File: src/common/csf_pkg.sv
// Constants and types for the CPU status flag unit
package csf_pkg;
  // Flag bit positions
  localparam int unsigned CARRY_POS = 7;
  localparam int unsigned ZERO_POS = 6;
  localparam int unsigned SIGN_POS = 5;
  localparam int unsigned OVFL_POS = 4;
  localparam int unsigned DECADJ_POS = 3;
  localparam int unsigned HALF_POS = 2;
  localparam int unsigned QUICK_POS = 1;
  localparam int unsigned BANK_POS = 0;
  // Reset values
  localparam logic [7:0] FLAGS_RESET = 8'h00;
  localparam logic [7:0] RESULT_RESET = 8'h00;
  // Register byte offsets on the bus
  localparam logic [3:0] OFS_FLAGS = 4'h0;
  localparam logic [3:0] OFS_RESULT = 4'h4;
  localparam logic [3:0] OFS_SHADOW = 4'h8;
  // BCD correction constants
  localparam logic [7:0] BCD_LOW_FIX = 8'h06;
  localparam logic [7:0] BCD_HIGH_FIX = 8'h60;
  localparam logic [3:0] BCD_DIGIT_MAX = 4'h9;
  localparam logic [7:0] BCD_BYTE_MAX = 8'h99;
  // Operation codes presented at the end of an execute cycle
  typedef enum logic [4:0] {
    CSF_NOP = 5'h00,
    CSF_ADD = 5'h01,
    CSF_ADC = 5'h02,
    CSF_SUB = 5'h03,
    CSF_SBC = 5'h04,
    CSF_CP = 5'h05,
    CSF_INC = 5'h06,
    CSF_DEC = 5'h07,
    CSF_AND = 5'h08,
    CSF_OR = 5'h09,
    CSF_XOR = 5'h0A,
    CSF_COM = 5'h0B,
    CSF_RL = 5'h0C,
    CSF_RLC = 5'h0D,
    CSF_RR = 5'h0E,
    CSF_RRC = 5'h0F,
    CSF_SRA = 5'h10,
    CSF_TEST = 5'h11,
    CSF_SET_CARRY = 5'h12,
    CSF_CLEAR_CARRY = 5'h13,
    CSF_INVERT_CARRY = 5'h14,
    CSF_BCD_CORRECT = 5'h15,
    CSF_SELECT_BANK_ZERO = 5'h16,
    CSF_SELECT_BANK_ONE = 5'h17,
    CSF_INTERRUPT_RETURN = 5'h18,
    CSF_LOAD = 5'h19,
    CSF_QUICK_IRQ = 5'h1A
  } csf_op_e;
endpackage

File: src/logic/csf_flag_unit.sv
// CPU status flag unit with Avalon-MM register access
//
// Implementation choices: the register addresses and the Avalon-MM register port.
`timescale 1ns/1ps
// Functional notes
// - Carry set on carry or borrow at bit 7
// - Rotate and shift load carry with bit out
// - Carry set, clear, invert leave other flags
// - Arithmetic and logic zero flag from result
// - Bit test and rotate zero flag from value
// - Sign flag copies result bit 7
// - Overflow on signed range; cleared by logic ops
// - Decimal flag records add or subtract
// - Half carry from bit 3 or borrow bit 4
// - Decimal adjust corrects using half and decimal
// - Only upper four flags drive jump conditions
// - Bit 1 quick interrupt, bit 0 bank
// - Loads write flag register as plain destination
// - Logic and arithmetic ops update their flags
// - Flag update and data write collision undefined
// - Quick interrupt sets bit; return clears it
// - Bank select ops clear or set bank bit
module csf_flag_unit (
  input wire logic sys_clk_in,
  input wire logic resetn_in,
  input wire logic exec_valid_in,
  input csf_pkg::csf_op_e op_in,
  input wire logic [7:0] a_in,
  input wire logic [7:0] b_in,
  input wire logic dst_is_flags_in,
  input wire logic [3:0] cond_code_in,
  input wire logic [3:0] avs_address_in,
  input wire logic avs_read_in,
  input wire logic avs_write_in,
  input wire logic [31:0] avs_writedata_in,
  output logic [31:0] avs_readdata_out,
  output logic avs_waitrequest_out,
  output logic [7:0] flags_out,
  output logic [7:0] result_out,
  output logic cond_true_out,
  output logic clash_out
);
  logic [7:0] flags;
  logic [7:0] shadow;
  logic [7:0] result;
  logic cond_true;
  logic clash;
  logic wait_q;
  logic [31:0] rdata;
  logic [7:0] next_flags;
  logic [7:0] next_shadow;
  logic [7:0] next_result;
  logic next_cond_true;
  logic next_clash;
  logic next_wait;
  logic [31:0] next_rdata;
  logic [8:0] add9;
  logic [8:0] sub9;
  logic [4:0] add_lo;
  logic [4:0] sub_lo;
  logic cin;
  logic [7:0] fix;
  logic bus_go;

  // Jump condition from carry, zero, sign, overflow only
  function automatic logic cond_eval(input logic [3:0] cc,
                                     input logic [3:0] f);
    logic c;
    logic z;
    logic s;
    logic v;
    c = f[3];
    z = f[2];
    s = f[1];
    v = f[0];
    case (cc)
      4'h0: cond_eval = 1'b0;
      4'h1: cond_eval = s ^ v;
      4'h2: cond_eval = z | (s ^ v);
      4'h3: cond_eval = c | z;
      4'h4: cond_eval = v;
      4'h5: cond_eval = s;
      4'h6: cond_eval = z;
      4'h7: cond_eval = c;
      4'h8: cond_eval = 1'b1;
      4'h9: cond_eval = ~(s ^ v);
      4'hA: cond_eval = ~(z | (s ^ v));
      4'hB: cond_eval = ~(c | z);
      4'hC: cond_eval = ~v;
      4'hD: cond_eval = ~s;
      4'hE: cond_eval = ~z;
      default: cond_eval = ~c;
    endcase
  endfunction

  // Adders shared by the arithmetic group
  always_comb begin
    cin = ((op_in == csf_pkg::CSF_ADC) || (op_in == csf_pkg::CSF_SBC)) ?
          flags[csf_pkg::CARRY_POS] : 1'b0;
    add9 = {1'b0, a_in} + {1'b0, b_in} + {8'h00, cin};
    sub9 = {1'b0, a_in} - {1'b0, b_in} - {8'h00, cin};
    add_lo = {1'b0, a_in[3:0]} + {1'b0, b_in[3:0]} + {4'h0, cin};
    sub_lo = {1'b0, a_in[3:0]} - {1'b0, b_in[3:0]} - {4'h0, cin};
  end

  // Next flag, result and shadow values
  always_comb begin
    next_flags = flags;
    next_result = result;
    next_shadow = shadow;
    next_clash = 1'b0;
    fix = 8'h00;
    bus_go = (avs_read_in || avs_write_in) && !wait_q;
    // Bus write acts as a plain destination
    if (bus_go && avs_write_in && avs_address_in == csf_pkg::OFS_FLAGS) begin
      next_flags = avs_writedata_in[7:0];
    end
    if (exec_valid_in) begin
      case (op_in)
        csf_pkg::CSF_ADD, csf_pkg::CSF_ADC, csf_pkg::CSF_CP,
        csf_pkg::CSF_SUB, csf_pkg::CSF_SBC: begin
          if (op_in == csf_pkg::CSF_ADD || op_in == csf_pkg::CSF_ADC) begin
            next_result = add9[7:0];
            next_flags[csf_pkg::CARRY_POS] = add9[8];
            next_flags[csf_pkg::OVFL_POS] = (a_in[7] == b_in[7]) &&
                                            (add9[7] != a_in[7]);
            next_flags[csf_pkg::HALF_POS] = add_lo[4];
            next_flags[csf_pkg::DECADJ_POS] = 1'b0;
          end else begin
            next_result = sub9[7:0];
            next_flags[csf_pkg::CARRY_POS] = sub9[8];
            next_flags[csf_pkg::OVFL_POS] = (a_in[7] != b_in[7]) &&
                                            (sub9[7] != a_in[7]);
            if (op_in != csf_pkg::CSF_CP) begin
              next_flags[csf_pkg::HALF_POS] = sub_lo[4];
              next_flags[csf_pkg::DECADJ_POS] = 1'b1;
            end
          end
          if (op_in == csf_pkg::CSF_CP) begin
            next_result = result; // Compare keeps the result register
          end
          next_flags[csf_pkg::ZERO_POS] = (op_in == csf_pkg::CSF_CP) ?
              (sub9[7:0] == 8'h00) : (next_result == 8'h00);
          next_flags[csf_pkg::SIGN_POS] = (op_in == csf_pkg::CSF_CP) ?
              sub9[7] : next_result[7];
        end
        csf_pkg::CSF_INC, csf_pkg::CSF_DEC: begin
          next_result = (op_in == csf_pkg::CSF_INC) ? a_in + 8'h01 :
                        a_in - 8'h01;
          next_flags[csf_pkg::ZERO_POS] = (next_result == 8'h00);
          next_flags[csf_pkg::SIGN_POS] = next_result[7];
          next_flags[csf_pkg::OVFL_POS] = (op_in == csf_pkg::CSF_INC) ?
              (next_result == 8'h80) : (next_result == 8'h7F);
        end
        csf_pkg::CSF_AND, csf_pkg::CSF_OR, csf_pkg::CSF_XOR,
        csf_pkg::CSF_COM: begin
          case (op_in)
            csf_pkg::CSF_AND: next_result = a_in & b_in;
            csf_pkg::CSF_OR: next_result = a_in | b_in;
            csf_pkg::CSF_XOR: next_result = a_in ^ b_in;
            default: next_result = ~a_in;
          endcase
          next_flags[csf_pkg::ZERO_POS] = (next_result == 8'h00);
          next_flags[csf_pkg::SIGN_POS] = next_result[7];
          next_flags[csf_pkg::OVFL_POS] = 1'b0;
        end
        csf_pkg::CSF_RL, csf_pkg::CSF_RLC, csf_pkg::CSF_RR,
        csf_pkg::CSF_RRC, csf_pkg::CSF_SRA: begin
          case (op_in)
            csf_pkg::CSF_RL: next_result = {a_in[6:0], a_in[7]};
            csf_pkg::CSF_RLC: next_result = {a_in[6:0],
                                             flags[csf_pkg::CARRY_POS]};
            csf_pkg::CSF_RR: next_result = {a_in[0], a_in[7:1]};
            csf_pkg::CSF_RRC: next_result = {flags[csf_pkg::CARRY_POS],
                                             a_in[7:1]};
            default: next_result = {a_in[7], a_in[7:1]};
          endcase
          next_flags[csf_pkg::CARRY_POS] = (op_in == csf_pkg::CSF_RL ||
              op_in == csf_pkg::CSF_RLC) ? a_in[7] : a_in[0];
          next_flags[csf_pkg::ZERO_POS] = (next_result == 8'h00);
          next_flags[csf_pkg::SIGN_POS] = next_result[7];
          next_flags[csf_pkg::OVFL_POS] = (op_in == csf_pkg::CSF_SRA) ?
              1'b0 : (next_result[7] ^ a_in[7]);
        end
        csf_pkg::CSF_TEST: begin
          next_flags[csf_pkg::ZERO_POS] = ((a_in & b_in) == 8'h00);
          next_flags[csf_pkg::SIGN_POS] = a_in[7] & b_in[7];
          next_flags[csf_pkg::OVFL_POS] = 1'b0;
        end
        csf_pkg::CSF_SET_CARRY: next_flags[csf_pkg::CARRY_POS] = 1'b1;
        csf_pkg::CSF_CLEAR_CARRY: begin
          next_flags[csf_pkg::CARRY_POS] = 1'b0;
        end
        csf_pkg::CSF_INVERT_CARRY: begin
          next_flags[csf_pkg::CARRY_POS] = ~flags[csf_pkg::CARRY_POS];
        end
        csf_pkg::CSF_BCD_CORRECT: begin
          // Correction direction chosen by the decimal flag
          if (!flags[csf_pkg::DECADJ_POS]) begin
            if (flags[csf_pkg::HALF_POS] ||
                a_in[3:0] > csf_pkg::BCD_DIGIT_MAX) begin
              fix = fix | csf_pkg::BCD_LOW_FIX;
            end
            if (flags[csf_pkg::CARRY_POS] || a_in > csf_pkg::BCD_BYTE_MAX) begin
              fix = fix | csf_pkg::BCD_HIGH_FIX;
              next_flags[csf_pkg::CARRY_POS] = 1'b1;
            end
            next_result = a_in + fix;
          end else begin
            if (flags[csf_pkg::HALF_POS]) begin
              fix = fix | csf_pkg::BCD_LOW_FIX;
            end
            if (flags[csf_pkg::CARRY_POS]) begin
              fix = fix | csf_pkg::BCD_HIGH_FIX;
            end
            next_result = a_in - fix;
          end
          next_flags[csf_pkg::ZERO_POS] = (next_result == 8'h00);
          next_flags[csf_pkg::SIGN_POS] = next_result[7];
        end
        csf_pkg::CSF_SELECT_BANK_ZERO: begin
          next_flags[csf_pkg::BANK_POS] = 1'b0;
        end
        csf_pkg::CSF_SELECT_BANK_ONE: begin
          next_flags[csf_pkg::BANK_POS] = 1'b1;
        end
        csf_pkg::CSF_QUICK_IRQ: begin
          next_shadow = flags;
          next_flags[csf_pkg::QUICK_POS] = 1'b1;
        end
        csf_pkg::CSF_INTERRUPT_RETURN: begin
          // Quick return restores the shadow, else the popped byte
          next_flags = flags[csf_pkg::QUICK_POS] ? shadow : b_in;
          next_flags[csf_pkg::QUICK_POS] = 1'b0;
        end
        csf_pkg::CSF_LOAD: next_flags = b_in;
        default: next_flags = next_flags;
      endcase
      // Flag-affecting op naming this register: raise clash_out
      if (dst_is_flags_in && op_in != csf_pkg::CSF_LOAD &&
          op_in != csf_pkg::CSF_NOP) begin
        next_clash = 1'b1;
      end
    end
    next_cond_true = cond_eval(cond_code_in,
                               flags[csf_pkg::CARRY_POS:csf_pkg::OVFL_POS]);
  end

  // Bus slave answer: one wait cycle, then a one-cycle acceptance
  always_comb begin
    next_wait = !((avs_read_in || avs_write_in) && wait_q);
    next_rdata = rdata;
    if ((avs_read_in || avs_write_in) && wait_q) begin
      case (avs_address_in)
        csf_pkg::OFS_FLAGS: next_rdata = {24'h000000, flags};
        csf_pkg::OFS_RESULT: next_rdata = {24'h000000, result};
        csf_pkg::OFS_SHADOW: next_rdata = {24'h000000, shadow};
        default: next_rdata = 32'h00000000;
      endcase
    end
  end

  // State registers
  always_ff @(posedge sys_clk_in or negedge resetn_in) begin
    if (!resetn_in) begin
      flags <= csf_pkg::FLAGS_RESET;
      shadow <= csf_pkg::FLAGS_RESET;
      result <= csf_pkg::RESULT_RESET;
      cond_true <= 1'b0;
      clash <= 1'b0;
      wait_q <= 1'b1;
      rdata <= 32'h00000000;
    end else begin
      flags <= next_flags;
      shadow <= next_shadow;
      result <= next_result;
      cond_true <= next_cond_true;
      clash <= next_clash;
      wait_q <= next_wait;
      rdata <= next_rdata;
    end
  end

  assign flags_out = flags;
  assign result_out = result;
  assign cond_true_out = cond_true;
  assign clash_out = clash;
  assign avs_waitrequest_out = wait_q;
  assign avs_readdata_out = rdata;

  AST_ADD_CARRY: assert property (@(posedge sys_clk_in) disable iff (!resetn_in)
    exec_valid_in && op_in == csf_pkg::CSF_ADD |=>
    flags_out[7] == (({1'b0, $past(a_in)} + {1'b0, $past(b_in)}) > 9'h0FF))
    else $error("carry after add wrong");
  AST_ROT_CARRY: assert property (@(posedge sys_clk_in) disable iff (!resetn_in)
    exec_valid_in && op_in == csf_pkg::CSF_RL |=>
    flags_out[7] == $past(a_in[7]) && result_out[0] == $past(a_in[7]))
    else $error("rotate carry wrong");
  AST_SET_CARRY: assert property (@(posedge sys_clk_in) disable iff (!resetn_in)
    exec_valid_in && op_in == csf_pkg::CSF_SET_CARRY |=>
    flags_out[7] && flags_out[6:0] == $past(flags_out[6:0]))
    else $error("set carry disturbed flags");
  AST_ZERO_SIGN: assert property (@(posedge sys_clk_in) disable iff (!resetn_in)
    exec_valid_in && op_in inside {csf_pkg::CSF_ADD, csf_pkg::CSF_XOR} |=>
    flags_out[6] == (result_out == 8'h00) && flags_out[5] == result_out[7])
    else $error("zero or sign flag wrong");
  AST_LOGIC_OVFL: assert property (@(posedge sys_clk_in) disable iff (!resetn_in)
    exec_valid_in && op_in == csf_pkg::CSF_OR |=> !flags_out[4])
    else $error("overflow not cleared by logic op");
  AST_DECADJ: assert property (@(posedge sys_clk_in) disable iff (!resetn_in)
    exec_valid_in && op_in == csf_pkg::CSF_SUB |=> flags_out[3])
    else $error("decimal flag not set by subtract");
  AST_QUICK: assert property (@(posedge sys_clk_in) disable iff (!resetn_in)
    exec_valid_in && op_in == csf_pkg::CSF_INTERRUPT_RETURN && flags_out[1] |=>
    !flags_out[1] && flags_out[7:2] == $past(shadow[7:2]) &&
    flags_out[0] == $past(shadow[0]))
    else $error("quick return did not restore flags");
  AST_BANK: assert property (@(posedge sys_clk_in) disable iff (!resetn_in)
    exec_valid_in && op_in == csf_pkg::CSF_SELECT_BANK_ONE |=> flags_out[0])
    else $error("bank bit not set");
  AST_HOLD: assert property (@(posedge sys_clk_in) disable iff (!resetn_in)
    !exec_valid_in && !avs_write_in |=> $stable(flags_out))
    else $error("flags changed without cause");
  AST_BUS_ACK: assert property (@(posedge sys_clk_in) disable iff (!resetn_in)
    avs_write_in && avs_waitrequest_out |=> !avs_waitrequest_out ##1
    avs_waitrequest_out)
    else $error("bus answer timing wrong");
endmodule

File: config.mk
export PLATFORM = sky130hd
export DESIGN_NAME = csf_flag_unit
export DESIGN_NICKNAME = d
export VERILOG_FILES = /design/src/common/csf_pkg.sv /design/src/logic/csf_flag_unit.sv
export SDC_FILE = /design/constraint.sdc
export NUM_CORES = 1
export LEC_CHECK = 0
export BUFFER_PORTS_ARGS = -buffer_cell sky130_fd_sc_hd__buf_2
export CORE_ASPECT_RATIO = 0.6
export CORE_MARGIN = 8
export CORE_UTILIZATION = 51
export CTS_CLUSTER_SIZE = 16
export DETAILED_ROUTE_END_ITERATION = 16
export PLACE_DENSITY = 0.89
export SETUP_SLACK_MARGIN = 0.4
export SLEW_MARGIN = 40
export SYNTH_ARGS = -nofsm -noshare
export SYNTH_HDL_FRONTEND = slang
export SYNTH_SLANG_ARGS = --single-unit
File: constraint.sdc
create_clock -name sys_clk_in -period 2.9 [get_ports sys_clk_in]
set_input_delay 0.435 -clock sys_clk_in [delete_from_list [all_inputs] [get_ports sys_clk_in]]
set_output_delay 0.435 -clock sys_clk_in [all_outputs]
set_load 0.1 [all_outputs]
# Word level (Yosys, flattened, before mapping)
# Index checks and enable logic that the tools add are counted.
[word_totals]
word_cells = 170
in_bits = 67
regBits = 59
out_inout_bits = 51
[classes]
n_lt_le_gt_ge = 2
muxes = 49
reduce_logical = 34
add_sub_neg = 12
eq_ne = 50
bitwise = 16
[op_table]
columns = ["op", "count"]
rows = [
  ["two-way mux 8 bit", 21],
  ["logical NOT 8 bit", 7],
  ["== test 5 bit (second input constant)", 11],
  ["case mux 8 bit (3 select lines)", 2],
  ["== test 5 x 4 -> 1 bit (second input constant)", 8],
  ["case mux 8 bit (5 select lines)", 1],
  ["== test 4 bit (second input constant)", 8],
  ["case mux 8 bit (4 select lines)", 1],
  ["== test 4 x 3 -> 1 bit (second input constant)", 5],
  ["== test 5 x 3 -> 1 bit (second input constant)", 4],
  ["case mux 2 bit (8 select lines)", 1],
  ["case mux 1 bit (15 select lines)", 1],
  ["OR reduction 5 bit", 3],
  ["two-way mux 7 bit", 2],
  ["two-way mux 1 bit", 11],
  ["== test 5 x 2 -> 1 bit (second input constant)", 2],
  ["nonzero test 5 bit", 2],
  ["adder 8 x 8 -> 9 bit", 1],
  ["adder 9 x 1 -> 9 bit", 1],
  ["two-way mux 3 bit", 3],
  ["subtractor 8 x 8 -> 9 bit", 1],
  ["subtractor 9 x 1 -> 9 bit", 1],
  ["adder 8 x 1 -> 8 bit (second input constant)", 1],
  ["adder 8 bit", 1],
  ["38 further kinds", 64],
]

# Depth between registers and ports, before layout
# Gate-level depths: netlist (run 1).
[logic_depth]
word_depth = 14
mapped_depth = 18
ltp_nobuf = 17

# Worst setup path before layout (run 1)
# OpenSTA, ideal clock, no wires.
[synth_timing]
kind = "input -> register"
from = "in a_in[0]"
to = "reg flags[6], in the netlist flags_out[6]"
cell_stages = 18
n_path_buf = 1
arrival_ns = 3.616
setup_slack_ns = -0.852
cell_sequence = "clkbuf_1 > inv_1 > ha_1 > nor2_1 > o21ai_0 > o211ai_1 > a21oi_1 > ha_1 > inv_1 > mux2i_1 > ha_1 > or3b_2 > nand3_1 > a211oi_1 > and4_1 > a2bb2o_1 > o31ai_1 > o31ai_1"
[synth_between]
elab_chain_cells = 14
[synth_lines]
columns = ["item", "line", "source"]
rows = [
  ["from (decl)", "csf_flag_unit.sv:28", "input wire logic [7:0] a_in,"],
  ["greater-than comparator 4 bit", "csf_flag_unit.sv:201", "a_in[3:0] > csf_pkg::BCD_DIGIT_MAX) begin"],
  ["logical OR 1 bit", "csf_flag_unit.sv:200", "if (flags[csf_pkg::HALF_POS] ||"],
  ["two-way mux 3 bit", "csf_flag_unit.sv:200", ""],
  ["two-way mux 7 bit", "csf_flag_unit.sv:204", "if (flags[csf_pkg::CARRY_POS] || a_in > csf_pkg::BCD_BYTE_MAX) begin"],
  ["two-way mux 8 bit", "csf_flag_unit.sv:199", "if (!flags[csf_pkg::DECADJ_POS]) begin"],
  ["two-way mux 8 bit", "csf_flag_unit.sv:119", "case (op_in)"],
  ["two-way mux 8 bit", "csf_flag_unit.sv:118", "if (exec_valid_in) begin"],
  ["adder 8 bit", "csf_flag_unit.sv:208", "next_result = a_in + fix;"],
  ["two-way mux 8 bit", "csf_flag_unit.sv:199", ""],
  ["two-way mux 8 bit", "csf_flag_unit.sv:119", ""],
  ["two-way mux 8 bit", "csf_flag_unit.sv:118", ""],
  ["logical NOT 8 bit", "csf_flag_unit.sv:218", "next_flags[csf_pkg::ZERO_POS] = (next_result == 8'h00);"],
  ["case mux 2 bit (8 select lines) (*)", "csf_flag_unit.sv:119", ""],
  ["two-way mux 8 bit (*)", "csf_flag_unit.sv:118", ""],
  ["net next_flags[6]", "csf_flag_unit.sv:50", "logic [7:0] next_flags;"],
  ["to (signal assigned)", "csf_flag_unit.sv:266", "flags <= csf_pkg::FLAGS_RESET;"],
  ["to (signal assigned)", "csf_flag_unit.sv:274", "flags <= next_flags;"],
  ["to (decl)", "csf_flag_unit.sv:43", "logic [7:0] flags;"],
]
# Mark *: on every way through the listed nets, which the timed path passes. The rest lies on a longest branch. The select of a mux whose other input is x is not followed.
# A chain may end at the register's enable or synchronous reset.

# Worst setup path after layout (run 1)
[layout_timing]
from = "in a_in[1]"
to = "reg flags[6], in the netlist flags_out[6]"
# The elaborated chain is that of the path after synthesis.

==> run_results.csv, run 1 <==
group,metric,value,unit
clocking,cts-root-buf,"clkbuf_16",
setup_path,path_buf_inv,5,
grt,met1_usage,0.402,
detailed_routing,routed_wl,22.5,mm
die,fp.coreArea,0.00995,mm^2
grt,antenna_found_initial,0,
logic_synthesis,syn_inst,661,
timing,hold_viol,0,
power,powerDensity,533,mW/mm^2
setup_path,worstSetupPathType,"input pin to register",
power,leakage,3.33,nW
power,power_frac_clock,0.170,
grt,grt_pass1_vias,5953,
clocking,ctsHoldBuffers,0,
logic_synthesis,synth_top_area_frac,0.162,
power,power.total,3.88,mW
detailed_routing,ant_nets,0,
timing,slew_violations,0,
clocking,cts_buffers,5,
finish,area_growth,38.5,%
logic_synthesis,yosys_most_used_dff,"dfrtp_1",
clocking,clk-insertion-delay-late,0.28,ns
setup_path,crit_chain,"buf_8 -> clkinvlp_4 -> ha_4 -> nor2_4 -> o21ai_2 -> buf_4 -> nor2b_4 -> inv_1 -> ha_1 -> inv_1 -> mux2i_1 -> ha_1 -> or3b_4 -> nand3_2 -> a211oi_2 -> and4_1 -> a2bb2o_4 -> o31ai_4 -> o31ai_1",
die,die_area,0.0139,mm^2
timing,clock_skew,0.00396,ns
placed_design,dp_hpwl,17.1,mm
setup_path,startpoint_type,"input pin",
power,switching_share,0.504,
clocking,cts_sinks,35,
grt,grt_pass1_wl,33.2,mm
setup_path,critPathArrivalTime,3.33,ns
finish,final_cell_mix,"buf_4, buf_2, nand2_1, nor2_1",
finish,nets,954,
power,ir_drop,0.431,mV
grt,busiest_layer,"met2",
timing,tightest_slew,0.607,ns
timing,fmax,0.314,GHz
logic_synthesis,syn_avg_cell_area,7.95,um^2
die,pin_count,118,
power,internal_power,1.92,mW
placed_design,io_buffers,69,
run_status,status,"finished with violations",
detailed_routing,via_per_inst,6.44,
logic_synthesis,synthTopCellsByArea,"dfrtp_1, ha_1, o21ai_0, buf_4, mux2_2",
power,seqPwrFrac,0.179,
logic_synthesis,ys_seq_area_frac,0.167,
logic_synthesis,yosysUniqueCellTypes,89,
logic_synthesis,ys.warnings.count,0,
grt,grt_max_degree,36,
setup_path,crit_fanout,4,
clocking,htreeDepth,2,
logic_synthesis,ys_ff_latch,35,
setup_path,crit_slowest_cell,"or3b_4",
detailed_routing,drt-pass1-iter-count,6,
detailed_routing,drcViolationCount,0,
setup_path,worstPathRequired,3.05,ns
grt,met2_usage,0.456,
timing,grt_setup_unrepaired,"true",
finish,final_common_cell,"buf_4",
die,start_util,0.528,
timing,finalSetupViolations,6,
logic_synthesis,synthArstFlopShare,1.00,
timing,whs,0.110,ns
die,die_w,147,um
grt,globalRouteOverflowTotal,0,
logic_synthesis,yosysTopAreaCell,"dfrtp_1",
logic_synthesis,synth_edf_count,0,
die,die_y,94.6,um
job,drv_cap,0,
timing,fin_crit,3.18,ns
clocking,clk_pin_slew,0.06,ns
finish,drive_gt1_frac,0.378,
logic_synthesis,synth_area,0.00525,mm^2
placed_design,place.gp.congestion,1.07,
detailed_routing,drt_iter0_drc,870,
timing,slew_headroom,0.594,
placed_design,dp_slack,-0.575,ns
hold_path,hold_class,"input pin to async pin",
setup_path,cp_slowest_stage_delay,0.43,ns
clocking,ctsLongestPathBuffers,2,
power,p_comb_frac,0.651,
setup_path,critPathCaptureType,"register",
timing,fin_crit_sh,1.10,
grt,grt.total_usage,0.304,
die,rows,28,
setup_path,critical_path.top_delay_family,"simple AND/OR/NAND/NOR gates",
timing,tns,-0.795,ns
power,switchingPower,1.95,mW
detailed_routing,wl_per_cell,23.1,um
grt,met3_usage,0.121,
clocking,cts_tree,"yes",
detailed_routing,vias,6251,
timing,worst_slack,-0.283,ns
run_status,violations,"negative setup slack",
finish,antenna_cells,0,
-- flip-flops by register name, indices dropped and copies added, names as in the netlist --
signal,flops
flags_out,8
result_out,8
cond_true_out,1
shadow,8
clash_out,1
avs_readdata_out,8
avs_waitrequest_out,1
-- logic make-up (layout without fill, tap and decap cells) --
logic type,count (synthesis),count (layout),share of synthesized area
AND/OR/NAND/NOR,204,204,0.213
AO/OA/AOI/OAI,203,203,0.269
buffers and inverters,103,254,0.0955
adder cells (fa/ha/maj),53,53,0.133
multiplexers,39,39,0.0834
flip-flops,35,35,0.167
XOR/XNOR,23,23,0.0383
other,1,24,0.000714
-- worst register-to-register path, delay by kind of cell (launching register included) --
family / cells / cell delay, ns
XOR/XNOR: 1 / 0.16
adder cells (fa/ha/maj): 2 / 0.79
flip-flops: 1 / 0.52
AO/OA/AOI/OAI: 4 / 0.50
AND/OR/NAND/NOR: 3 / 0.86
buffers and inverters: 1 / 0.05
-- per-stage QoR --
step	area [um^2]	util	std cells
final	7280	0.731	970
after global routing	7280	0.731	970
after CTS	7070	0.711	966
after detailed placement	6510	0.654	953
after global placement	6510	0.654	953
after floorplan	5450	-	684
-- layout make-up --
type	instances	area, um^2
Clock buffer	6	139
Sequential cell	35	882
Multi-Input combinational cell	546	4500
Fill cell	737	2670
Clock inverter	2	35.0
Timing Repair Buffer	198	1360
Tap cell	135	169
Inverter	48	186
-- synthesized netlist by cell type, types with 5 or more instances --
master	instances
o22ai_1	8
o221ai_1	5
nor2b_1	6
xnor2_1	15
and3_1	6
o211ai_1	5
or3_1	11
nor2_1	44
o31ai_1	6
mux2_2	18
o21ai_0	43
a21o_1	8
xor2_1	8
dfrtp_1	34
o21a_1	7
a221oi_1	5
clkbuf_1	16
ha_1	48
fa_1	5
buf_2	11
a211oi_1	12
nand2b_1	12
inv_1	46
or2_2	5
o21ai_1	5
a21oi_1	32
nand3b_1	6
nand2_1	45
nand3_1	17
buf_4	27
o2bb2ai_1	5
mux2i_1	19
nor3_1	14
a22oi_1	13
or4_1	5
-- path summary, 6_finish.rpt --
kind                                     start                  end  slack (ns)  depth (start not counted)
max                                    a_in[1]         flags_out[6]       -0.28                         19
min reg2reg                avs_readdata_out[1]  avs_readdata_out[1]        0.49                          2
min                                  resetn_in  avs_readdata_out[5]        0.11                          1
max in group asynchronous            resetn_in         flags_out[7]        2.40                          1
min in group sys_clk_in        cond_code_in[3]        cond_true_out        0.34                          2
max reg2reg                       flags_out[7]         flags_out[6]       -0.07                         11
-- power by group through the flow --
stage / sequential (mW) / clock (mW) / combinational, mW
global placement: 0.689 / 0 / 2.11
finish: 0.694 / 0.659 / 2.52
floorplan: 1.10 / 0 / 1.04
global route: 0.701 / 0.667 / 2.64
detailed placement: 0.690 / 0 / 2.15
CTS: 0.685 / 0.652 / 2.35
-- repair_timing --
| item | in CTS | in global routing |
|---|---|---|
| buffers inserted | 5 | 4 |
| hold endpoints to repair | 0 | 0 |
| pin swaps | 32 | 29 |
| gates resized for setup | 61 | 31 |
| setup endpoints to repair | 12 | 13 |
-- per-layer routing --
metal | wire length (um) | up-vias | part of all wire
met1 | 8860 | 2924 | 0.39
met5 | 0 | - | 0
met2 | 9560 | 501 | 0.43
met3 | 3470 | 69 | 0.15
li1 | - | 2757 | -
met4 | 577 | 0 | 0.026
(Power assumes the default switching activity.)
==> inputs of run 2 (changes only) <==
--- a/config.mk
+++ b/config.mk
@@ -8,10 +8,10 @@
 export BUFFER_PORTS_ARGS = -buffer_cell sky130_fd_sc_hd__buf_2
 export CORE_ASPECT_RATIO = 0.6
 export CORE_MARGIN = 8
-export CORE_UTILIZATION = 51
+export CORE_UTILIZATION = 61
 export CTS_CLUSTER_SIZE = 16
 export DETAILED_ROUTE_END_ITERATION = 16
-export PLACE_DENSITY = 0.89
+export PLACE_DENSITY = 0.95
 export SETUP_SLACK_MARGIN = 0.4
 export SLEW_MARGIN = 40
 export SYNTH_ARGS = -nofsm -noshare
==> constraint.sdc (replaced) <==
create_clock -name sys_clk_in -period 3.8 [get_ports sys_clk_in]
set_input_delay 0.57 -clock sys_clk_in [delete_from_list [all_inputs] [get_ports sys_clk_in]]
set_output_delay 0.57 -clock sys_clk_in [all_outputs]
set_load 0.1 [all_outputs]
==> run 2 against run 1 <==
Net effect:
- register-to-register slack gained 0.73 ns
- power shrank 34%
- the run now ends clean
- non-clock buffer count shrank 86
- cell area shrank 15%
- critical path type unchanged
- sequential share of layout area grew 2.1 points
==> run_results.csv, run 2 (same netlist as run 1, synthesis figures left out) <==
group,metric,value,unit
run_status,status,"finished clean",
setup_path,crit_slowest_cell,"a2111oi_2",
timing,tightest_slew,0.794,ns
finish,nets,868,
timing,whs,0.234,ns
clocking,cts_tree,"yes",
setup_path,critPathCaptureType,"register",
detailed_routing,wl_per_cell,23.5,um
die,pin_count,118,
grt,grt_pass1_vias,5643,
placed_design,io_buffers,69,
timing,fin_crit,3.52,ns
detailed_routing,drt_iter0_drc,928,
timing,clock_skew,0.00287,ns
grt,grt_pass1_wl,30.3,mm
setup_path,crit_fanout,5,
clocking,ctsHoldBuffers,0,
detailed_routing,ant_nets,0,
timing,slew_headroom,0.469,
setup_path,r2r_slack,0.66,ns
hold_path,hold_class,"input pin to async pin",
grt,antenna_found_initial,0,
placed_design,place.gp.congestion,1.08,
setup_path,crit_end,"flags_out[6]",
setup_path,worstSetupPathType,"input pin to register",
finish,fin_util,0.731,
finish,fillCellCount,646,
finish,drive_gt1_frac,0.251,
setup_path,startpoint_type,"input pin",
power,ir_drop,0.315,mV
detailed_routing,routed_wl,20.3,mm
finish,final_common_cell,"buf_2",
setup_path,cp_slowest_stage_delay,0.47,ns
die,die_y,87.9,um
timing,slew_violations,0,
job,drv_cap,0,
clocking,htreeDepth,2,
timing,fin_crit_sh,0.927,
die,start_util,0.624,
clocking,cts-root-buf,"clkbuf_16",
detailed_routing,drcViolationCount,0,
detailed_routing,via_per_inst,6.89,
setup_path,worst_r2r_startpoint,"flags_out[7]",
grt,grt.total_usage,0.328,
timing,grt_setup_unrepaired,"true",
setup_path,worstPathRequired,3.94,ns
setup_path,rr_worst_depth,12,
grt,grt_max_degree,36,
placed_design,dp_hpwl,16.0,mm
power,leakage,2.80,nW
die,rows,26,
timing,worst_slack,0.279,ns
setup_path,startpoint,"a_in[1]",
detailed_routing,vias,5932,
clocking,cts_buffers,5,
die,die_w,136,um
setup_path,reg2reg_to,"flags_out[6]",
clocking,clk_pin_slew,0.06,ns
finish,final_cell_mix,"buf_2, ha_1, nand2_1, inv_1",
die,die_area,0.0119,mm^2
power,powerDensity,416,mW/mm^2
setup_path,crit_chain,"buf_8 -> clkinvlp_4 -> ha_4 -> nor2_4 -> o21ai_2 -> nor2b_2 -> or2_2 -> ha_1 -> o21ai_0 -> a2111oi_2 -> a211oi_2 -> and4_1 -> a2bb2o_4 -> o31ai_4 -> o31ai_2",
placed_design,dp_slack,-0.0449,ns
clocking,cts_sinks,35,
detailed_routing,drt-pass1-iter-count,10,
finish,area_growth,17.2,%
setup_path,critPathArrivalTime,3.66,ns
die,fp.coreArea,0.00843,mm^2
grt,globalRouteOverflowTotal,0,
timing,fmax,0.284,GHz
timing,hold_viol,0,
timing,finalSetupViolations,0,
finish,antenna_cells,0,
clocking,ctsLongestPathBuffers,2,
clocking,clk-insertion-delay-late,0.28,ns
==> run 2: repair_timing <==
| action | in CTS | in global routing |
|---|---|---|
| cloned | 0 | 0 |
| setup endpoints to repair | 3 | 9 |
| buffers inserted | 2 | 5 |
| gates resized for setup | 2 | 32 |
| pin swaps | 2 | 13 |
==> run 2: worst min path at each step <==
stage,slack (ns),start,to
floorplan,0.27,resetn_in,avs_readdata_out[0]
global placement,0.46,avs_readdata_out[6],avs_readdata_out[6]
detailed placement,0.47,avs_readdata_out[6],avs_readdata_out[6]
CTS,0.40,resetn_in,avs_readdata_out[2]
global route,0.27,resetn_in,avs_readdata_out[3]
finish,0.23,resetn_in,avs_readdata_out[2]
==> run 2: area by class of cell <==
| class | count | area, um^2 | share of cell area |
|---|---|---|---|
| clock inverter | 1 | 5.00 | 0.000813 |
| clock buffer | 7 | 133 | 0.0215 |
| timing repair buffer | 112 | 692 | 0.112 |
| tap | 112 | 140 | 0.0228 |
| inverter | 48 | 186 | 0.0303 |
| sequential | 35 | 878 | 0.143 |
| multi-input combinational | 546 | 4120 | 0.670 |
==> run 2: worst max-delay path, delay by kind of cell <==
kind	cells	cell delay, ns
adders and majority gates	2	0.60
AOI/OAI and AO/OA	7	1.39
and+or+nand+nor	4	0.85
buffers and inverters	2	0.27
==> run 2: where the power goes <==
group / switching, mW / internal [mW]
clock network: 0.156 / 0.242
registers: 0.0898 / 0.441
logic: 1.12 / 0.505
==> run 2: metrics by stage <==
stage / TNS, ns / std cells / power [mW] / area [um^2]
after floorplan: 0 / 684 / 1.62 / 5390
after global placement: 0 / 846 / 1.95 / 5810
after detailed placement: -0.0449 / 846 / 1.99 / 5810
after CTS: 0 / 856 / 2.40 / 5970
after global routing: 0 / 861 / 2.66 / 6160
final: 0 / 861 / 2.56 / 6160
==> run 2: metal layers <==
layer,wire length [um],up-vias,part of all wire,track usage
met5,0,-,0,0
met4,662,0,0.033,0.0882
met3,3410,102,0.17,0.134
met2,8120,540,0.40,0.457
met1,8080,2709,0.40,0.452
li1,-,2581,-,-
